<file path="src/verilog/rler_pkg.sv">
// constants for the retry limit and error report register bank
package rler_pkg;
  // register offsets (byte addresses)
  localparam logic [7:0] RLER_OFS_SERR_DIS = 8'h5C;
  localparam logic [7:0] RLER_OFS_P_LIMIT = 8'h60;
  localparam logic [7:0] RLER_OFS_S_LIMIT = 8'h64;
  localparam logic [7:0] RLER_OFS_STATUS = 8'h6C;
  localparam logic [7:0] RLER_OFS_IRQ_MASK = 8'h7C;
  // writable bits, and the implemented status bits (status is not writable)
  localparam logic [7:0] RLER_SED_MASK = 8'h1F;
  localparam logic [31:0] RLER_LIM_MASK = 32'h8101_0100;
  localparam logic [3:0] RLER_ST_MASK = 4'hF;
  // reset values
  localparam logic [7:0] RLER_SED_RST = 8'h00;
  localparam logic [31:0] RLER_LIM_RST = 32'h0000_0000;
  localparam logic [3:0] RLER_ST_RST = 4'h0;
  localparam logic [3:0] RLER_MSK_RST = 4'h0;
  // system-error disable fields
  localparam int RLER_SED_S_RETRY = 0;
  localparam int RLER_SED_P_RETRY = 1;
  localparam int RLER_SED_S_DT = 2;
  localparam int RLER_SED_P_DT = 3;
  localparam int RLER_SED_PW_PERR = 4;
  // retry and timer status fields
  localparam int RLER_ST_S_RETRY = 0;
  localparam int RLER_ST_P_RETRY = 1;
  localparam int RLER_ST_S_DT = 2;
  localparam int RLER_ST_P_DT = 3;
  // retry counter index
  localparam int RLER_PRI = 0;
  localparam int RLER_SEC = 1;
endpackage

</file>
<file path="src/verilog/rler_top.sv">
// retry limit counters, discard handling and system error report
//
// Design decision made here: strobed register access.
`timescale 1ns/1ps
module rler_top
  import rler_pkg::*;
(
  input wire logic clk,
  input wire logic rst,
  input wire logic [7:0] reg_addr,
  input wire logic [31:0] reg_wdata,
  input wire logic reg_wr,
  input wire logic reg_rd,
  output logic [31:0] reg_rdata,
  input wire logic cmd_serr_en,
  input wire logic bctl_dt_serr_en,
  input wire logic p_req_start,
  input wire logic p_retry,
  input wire logic s_req_start,
  input wire logic s_retry,
  input wire logic p_dt_expire,
  input wire logic s_dt_expire,
  input wire logic pw_perr,
  output logic p_retry_discard,
  output logic s_retry_discard,
  output logic p_dt_discard,
  output logic s_dt_discard,
  output logic perr_discard,
  output logic serr_n,
  output logic sys_err_status_set,
  output logic irq
);

  typedef struct packed {
    logic [7:0] sed;
    logic [1:0][31:0] lim;
    logic [1:0][31:0] cnt;
    logic [1:0] done;
    logic [3:0] stat;
    logic [3:0] mask;
    logic [31:0] rdata;
    logic [1:0] rt_disc;
    logic p_dt_disc;
    logic s_dt_disc;
    logic perr_disc;
    logic serr_n;
    logic st_set;
  } rler_state_t;

  rler_state_t st_r;
  rler_state_t st_nxt;

  // count reaches the lowest set limit bit; set bits above it do not change the limit
  function automatic logic lim_hit(
    input logic [31:0] cnt,
    input logic [31:0] lim
  );
    lim_hit = (lim != RLER_LIM_RST) && ((cnt & lim) != 32'h0000_0000);
  endfunction

  // register read decode, reserved bits return zero
  function automatic logic [31:0] rd_mux(
    input rler_state_t s,
    input logic [7:0] a
  );
    case (a)
      RLER_OFS_SERR_DIS: rd_mux = {24'h000000, s.sed & RLER_SED_MASK};
      RLER_OFS_P_LIMIT: rd_mux = s.lim[RLER_PRI] & RLER_LIM_MASK;
      RLER_OFS_S_LIMIT: rd_mux = s.lim[RLER_SEC] & RLER_LIM_MASK;
      RLER_OFS_STATUS: rd_mux = {28'h0000000, s.stat};
      RLER_OFS_IRQ_MASK: rd_mux = {28'h0000000, s.mask};
      default: rd_mux = 32'h0000_0000;
    endcase
  endfunction

  logic [1:0] req_start;
  logic [1:0] retry_in;
  logic [1:0] rt_exp;
  logic [1:0] rt_sed;
  logic serr_any;
  logic [3:0] st_evt;
  logic [3:0] st_clr;
  logic [31:0] cnt_inc;

  assign req_start = {s_req_start, p_req_start};
  assign retry_in = {s_retry, p_retry};
  assign rt_sed = {st_r.sed[RLER_SED_S_RETRY], st_r.sed[RLER_SED_P_RETRY]};

  always_comb begin
    st_nxt = st_r;
    rt_exp = 2'b00;
    cnt_inc = 32'h0000_0000;

    // retry counters, one per interface
    for (int i = 0; i < 2; i++) begin
      cnt_inc = st_r.cnt[i] + 32'h0000_0001;
      if (req_start[i]) begin
        st_nxt.cnt[i] = 32'h0000_0000;
        st_nxt.done[i] = 1'b0;
      end else if (retry_in[i] && !st_r.done[i]) begin
        st_nxt.cnt[i] = cnt_inc;
        if (lim_hit(cnt_inc, st_r.lim[i])) begin
          rt_exp[i] = 1'b1;
          st_nxt.done[i] = 1'b1;
        end
      end
    end

    // status events, index order matches status fields
    st_evt = 4'h0;
    st_evt[RLER_ST_S_RETRY] = rt_exp[RLER_SEC];
    st_evt[RLER_ST_P_RETRY] = rt_exp[RLER_PRI];
    st_evt[RLER_ST_S_DT] = s_dt_expire;
    st_evt[RLER_ST_P_DT] = p_dt_expire;

    // a new request clears the retry status of its interface
    st_clr = 4'h0;
    st_clr[RLER_ST_S_RETRY] = s_req_start;
    st_clr[RLER_ST_P_RETRY] = p_req_start;
    if (reg_rd && reg_addr == RLER_OFS_STATUS) begin
      st_clr = RLER_ST_MASK;
    end
    // set wins over clear
    st_nxt.stat = ((st_r.stat & ~st_clr) | st_evt) & RLER_ST_MASK;

    // discard pulses, issued whatever the disable bits say
    st_nxt.rt_disc = rt_exp;
    st_nxt.p_dt_disc = p_dt_expire;
    st_nxt.s_dt_disc = s_dt_expire;
    st_nxt.perr_disc = pw_perr;

    // system error on the primary bus
    serr_any = 1'b0;
    for (int i = 0; i < 2; i++) begin
      if (rt_exp[i] && !rt_sed[i] && cmd_serr_en) begin
        serr_any = 1'b1;
      end
    end
    if (p_dt_expire && !st_r.sed[RLER_SED_P_DT] &&
        cmd_serr_en && bctl_dt_serr_en) begin
      serr_any = 1'b1;
    end
    if (s_dt_expire && !st_r.sed[RLER_SED_S_DT] &&
        cmd_serr_en && bctl_dt_serr_en) begin
      serr_any = 1'b1;
    end
    if (pw_perr && !st_r.sed[RLER_SED_PW_PERR] && cmd_serr_en) begin
      serr_any = 1'b1;
    end
    st_nxt.serr_n = ~serr_any;
    st_nxt.st_set = serr_any;

    // register writes
    if (reg_wr) begin
      case (reg_addr)
        RLER_OFS_SERR_DIS: begin
          st_nxt.sed = reg_wdata[7:0] & RLER_SED_MASK;
        end
        RLER_OFS_P_LIMIT: begin
          st_nxt.lim[RLER_PRI] = reg_wdata & RLER_LIM_MASK;
        end
        RLER_OFS_S_LIMIT: begin
          st_nxt.lim[RLER_SEC] = reg_wdata & RLER_LIM_MASK;
        end
        RLER_OFS_IRQ_MASK: begin
          st_nxt.mask = reg_wdata[3:0];
        end
        default: begin
        end
      endcase
    end

    // read data stands only in the cycle after the read strobe
    st_nxt.rdata = 32'h0000_0000;
    if (reg_rd) begin
      st_nxt.rdata = rd_mux(st_r, reg_addr);
    end
  end

  always_ff @(posedge clk or posedge rst) begin
    if (rst) begin
      st_r.sed <= RLER_SED_RST;
      st_r.lim <= {RLER_LIM_RST, RLER_LIM_RST};
      st_r.cnt <= {32'h0000_0000, 32'h0000_0000};
      st_r.done <= 2'b00;
      st_r.stat <= RLER_ST_RST;
      st_r.mask <= RLER_MSK_RST;
      st_r.rdata <= 32'h0000_0000;
      st_r.rt_disc <= 2'b00;
      st_r.p_dt_disc <= 1'b0;
      st_r.s_dt_disc <= 1'b0;
      st_r.perr_disc <= 1'b0;
      st_r.serr_n <= 1'b1;
      st_r.st_set <= 1'b0;
    end else begin
      st_r <= st_nxt;
    end
  end

  assign reg_rdata = st_r.rdata;
  assign p_retry_discard = st_r.rt_disc[RLER_PRI];
  assign s_retry_discard = st_r.rt_disc[RLER_SEC];
  assign p_dt_discard = st_r.p_dt_disc;
  assign s_dt_discard = st_r.s_dt_disc;
  assign perr_discard = st_r.perr_disc;
  assign serr_n = st_r.serr_n;
  assign sys_err_status_set = st_r.st_set;
  assign irq = |(st_r.stat & st_r.mask);

endmodule
</file>
<file path="config.mk">
export PLATFORM = sky130hd
export DESIGN_NAME = rler_top
export DESIGN_NICKNAME = d
export VERILOG_FILES = /design/src/verilog/rler_pkg.sv /design/src/verilog/rler_top.sv
export SDC_FILE = /design/constraint.sdc
export NUM_CORES = 1
export LEC_CHECK = 0
export ABC_AREA = 1
export ABC_CLOCK_PERIOD_IN_PS = 3800
export BUFFER_PORTS_ARGS = -buffer_cell sky130_fd_sc_hd__buf_2
export CORE_ASPECT_RATIO = 1.2
export CORE_MARGIN = 5
export CORE_UTILIZATION = 45
export DETAILED_ROUTE_END_ITERATION = 10
export PLACE_DENSITY = 0.71
export SLEW_MARGIN = 20
export SYNTH_ARGS = -nofsm -noshare
export SYNTH_HDL_FRONTEND = slang
export SYNTH_SLANG_ARGS = --single-unit
</file>
<file path="constraint.sdc">
create_clock -name clk -period 3.8 [get_ports clk]
set_input_delay 0.57 -clock clk [delete_from_list [all_inputs] [get_ports clk]]
set_output_delay 0.57 -clock clk [all_outputs]
set_load 0.005 [all_outputs]
</file>
After elaboration in Yosys (flattened, before gate mapping):

Index checks and enable logic that the tools add are counted.

* register bits: 126

* bitwise operators: 7
* eq/ne operators: 5
* muxes and demuxes: 24
* $add $sub $neg: 2
* reductions and logical operators: 39

Operators with widths (count)
* two-way mux 32 bit: 5
* one-hot mux 32 bit (5 select lines): 1
* nonzero test 32 bit: 4
* adder 32 x 1 -> 32 bit (second input constant): 2
* bitwise AND 32 bit: 2
* == test 8 x 7 -> 1 bit (second input constant): 5
* logical AND 1 bit: 17
* two-way mux 1 bit: 17
* AND reduction 2 bit: 6
* bitwise AND 4 bit: 2
* nonzero test 2 bit: 4
* zero test 1 bit: 7
* two-way mux 4 bit: 1
* inverter 4 bit: 1
* OR 4 bit: 1
* OR reduction 4 bit: 1
* inverter 1 bit: 1

Depth between registers and ports, before layout:

* depth in word-level cells: 15
* depth in mapped cells: 14
* depth with buffers taken out: 14

Worst setup path after synthesis:

Ideal clock, no wire load.

* kind: input -> register
* start point: input port reg_addr[1]
* end point: register st_r[181] (netlist name)
* library setup time: 128 ps
* stages: 8
* slack: 2151 ps
* data arrival time: 1521 ps
* buffers on the path: 0
* required time: 3672 ps
* cell sequence: nor2_1 -> inv_1 -> nor3_1 -> nand3_1 -> nor2_1 -> nand2_1 -> nor2_1 -> a21oi_1

* cells in the longest elaborated chain, start to end: 2

Ends and longest elaborated chain
* start: declaration: line rler_top.sv:10 `input wire logic [7:0] reg_addr,`
* == test 8 x 7 -> 1 bit: line rler_top.sv:155 `case (reg_addr)`
* AND reduction 2 bit (no source line)
* end signal: assignment: line rler_top.sv:196 `st_r <= st_nxt;`
* end: declaration: line rler_top.sv:50 `rler_state_t st_r;`

No other way between the ends.
A chain may end at the register's enable or synchronous reset.

Worst setup path after layout:

* start point: register st_r[49] (netlist name)
* end point: register st_r[77] (netlist name)

* cells in the longest elaborated chain, start to end: 3

Ends and longest elaborated chain
* adder 32 x 1 -> 32 bit: line rler_top.sv:96 `cnt_inc = st_r.cnt[i] + 32'h0000_0001;`
* two-way mux 32 bit: line rler_top.sv:100 `end else if (retry_in[i] && !st_r.done[i]) begin`
* two-way mux 32 bit: line rler_top.sv:97 `if (req_start[i]) begin`

No other way between the ends. The select of a mux whose other input is x is not followed.

==> summary.md <==
| Metric | Value |
|---|---|
| Status | `finished, final reports clean` |
| # rows | `44` |
| Post-DR wirelength/cell | `14.1 um` |
| Via density | `between 5 and 6` |
| Register bit total from synthesis | `about 100` |
| PortBufs | `between 40 and 50` |
| GRT Total Usage | `0.182` |
| Hold crit path type | `in2reg` |
| Global-route wire length before repair | `approximately 22000 um` |
| CTS Buf Count | `9` |
| Crit-path cells | `ha_1 -> inv_1 -> nor2_1 -> nand2_2 -> nor3_4 -> nand3_2 -> nor3b_2 -> nand2_1 -> o21ai_0 -> a21oi_1` |
| VDD IR-drop max | `about 390 uV` |
| Power Total | `between 2000 and 2500 uW` |
| Clock tree buffer depth | `2` |
| Placed standard-cell area | `~5800 um^2` |
| Stages on worst setup path | `10` |
| Horiz. Die Dim | `111 um` |
| CTS Hold Bufs | `0` |
| Root Driver | `clkbuf_16` |
| Most common cell after layout, fill and taps aside | `nand2_1` |
| Share of cells above drive strength 1 | `0.131` |
| Setup bufs post-CTS | `0` |
| Largest fanout on the critical path | `6` |
| Power Dens Cells | `between 300 and 400 nW/um^2` |
| FF-to-FF path depth | `10` |
| Syn Area/Cell | `about 7.9 um^2` |
| Cts repair resizes | `0` |
| CTS tree | `built` |
| Hold Fails Final Rpt | `0` |
| Yosys cell types | `between 40 and 50` |
| Post-synth top flop | `dfrtp_1` |
| Warnings from Yosys | `0` |
| Dpl hpwl | `~9700 um` |
| FMAX | `0.515 GHz` |
| Nets | `805` |
| Max-cap check violation count | `0` |
| Clock Skews | `0.00719 ns` |
| Cells after synthesis | `just over 700` |
| Setup violations, final | `0` |
| Vias in the first global route | `4873` |
| Ys async rst share | `1.00` |
| Htree depth | `3` |
| Slew Limit Fails | `0` |
| Post-Synthesis Cell Area | `5560 um^2` |
| Critical path endpoint category | `flip-flop` |
| Via count | `4795` |
| DR iter-0 viols | `337` |
| Slowest CP cell | `dfrtp_1` |
| Worst-Margin Slew | `between 0.7 and 0.8 ns` |
| Hold Path Depth | `1` |
| Die ar. | `~15000 um^2` |
| Die height | `~130 um` |
| DRC | `0` |
| Pin count of the biggest net entering global routing | `about 80` |
| Total gr overflow | `0` |
| Largest delay share family, worst path | `simple AND/OR/NAND/NOR gates` |
| Post-synth EDFFs | `0` |
| First-pass DRT Iterations | `5` |
| Worst path required time | `roughly 4.0 ns` |
| Skew-Pair Late Insertion Delay | `around 0.35 ns` |
| Critical path launch point type | `flip-flop` |
| Pleak | `0.00289 uW` |
| Number of diodes | `0` |
| Delay of the slowest critical-path stage | `approximately 0.39 ns` |
| Core area | `between 10000 and 15000 um^2` |
| Placer Congestion | `about 0.9` |
| Final TNS setup | `0 ns` |
| Layout area overhead | `11.4%` |
| Sequential-to-total area share from yosys stat | `0.464` |
| CP Buf/Inv Count | `1` |
| IO Pins | `93` |
| Worst Path Class, Setup | `reg2reg` |
| Routed WL | `between 10000 and 15000 um` |
| Initial Util | `0.459` |
| Crit path time final | `just under 2 ns` |
| Commonest non-fill, non-tap cells in the layout | `nand2_1 (131), dfrtp_1 (102), inv_1 (95), nor2_1 (73), o21ai_0 (54)` |
| Crit share post-route | `0.511` |
| Clock slew at reported path FFs | `roughly 0.07 ns` |
| RSZ-0062 raised after global routing | `false` |
| Initial antenna violation count | `0` |
| Design area | `a little over 6000 um^2` |
| Slew Limit Headroom | `0.520` |
| Critical Path AT | `about 2.2 ns` |
| Antenna viol nets, final | `0` |
| Clock sinks | `slightly above 100` |
per-layer routing:
metal,GRT usage,part of all wire,up-vias
met5,0,0,-
met4,0.0669,0.024,0
met3,0.0483,0.039,32
met2,0.325,0.53,118
met1,0.209,0.40,2279
li1,-,-,2366
where the power goes:
| part | switching (uW) | leakage (uW) | internal, uW |
|---|---|---|---|
| Combinational | 96.6 | 0.00130 | 39.8 |
| Sequential | 18.4 | 0.00141 | 1120 |
| Clock | 403 | 0.000176 | 679 |
final cells by class:
cell class / count / area [um^2]
Timing Repair Buffer: 48 / 245
Tap cell: 161 / 201
Inverter: 102 / 388
Sequential cell: 103 / 2580
Clock inverter: 5 / 104
Fill cell: 1162 / 5920
Clock buffer: 11 / 253
Multi-Input combinational cell: 486 / 2420
state kept, by name, indices dropped and copies added, names as in the netlist:
name,count
st_r,85
perr_discard,1
p_retry_discard,1
rt_sed,2
reg_rdata,9
s_dt_discard,1
sys_err_status_set,1
s_retry_discard,1
p_dt_discard,1
serr_n,1
cell usage after synthesis, types with 3 or more instances:
master      n  area [um^2]
a211oi_1    3         22.5
a21oi_1    41          205
a221oi_1    3         26.3
a31oi_1     3         18.8
buf_4      32          240
clkbuf_1    5         18.8
clkinv_1    3         11.3
dfrtp_1   102         2550
inv_1      96          360
inv_2       3         11.3
nand2_1   131          492
nand2_2     9         56.3
nand3_1    45          225
nand4_1    12         75.1
nor2_1     73          274
nor2_2      5         31.3
nor2_4      5         56.3
nor3_1     25          125
nor4_1      9         56.3
o21a_1      4         30.0
o21ai_0    54          270
o22ai_1     7         43.8
o31ai_1     3         22.5
path summary, 6_finish.rpt:
| kind | slack, ns | start | end |
|---|---|---|---|
| max reg2reg | 1.86 | st_r[49] | st_r[77] |
| min reg2reg | 0.49 | st_r[56] | st_r[56] |
| min in group asynchronous | 0.34 | rst | st_r[103] |
| max | 1.86 | st_r[49] | st_r[77] |
| min | 0.33 | pw_perr | perr_discard |
| max in group asynchronous | 2.78 | rst | st_r[88] |
cells by family after synthesis:
family | Yosys count | synth area share
DFF | 103 | 0.464
adders and majority gates | 2 | 0.00450
and+or+nand+nor | 330 | 0.280
xor gates and xnor gates | 3 | 0.00473
buffers and inverters | 139 | 0.116
other | 1 | 0.000675
AOI/OAI and AO/OA | 128 | 0.130
metrics by stage:
step | cells | utilization | setup slack, ns | hold WS, ns
global route | 916 | 0.511 | 1.63 | 0.318
global placement | 900 | 0.481 | 1.52 | 0.473
finish | 916 | 0.511 | 1.86 | 0.333
floorplan | 728 | - | 0.528 | 0.453
detailed placement | 900 | 0.481 | 1.47 | 0.481
CTS | 916 | 0.511 | 1.84 | 0.322
(Power assumes the default switching activity.)
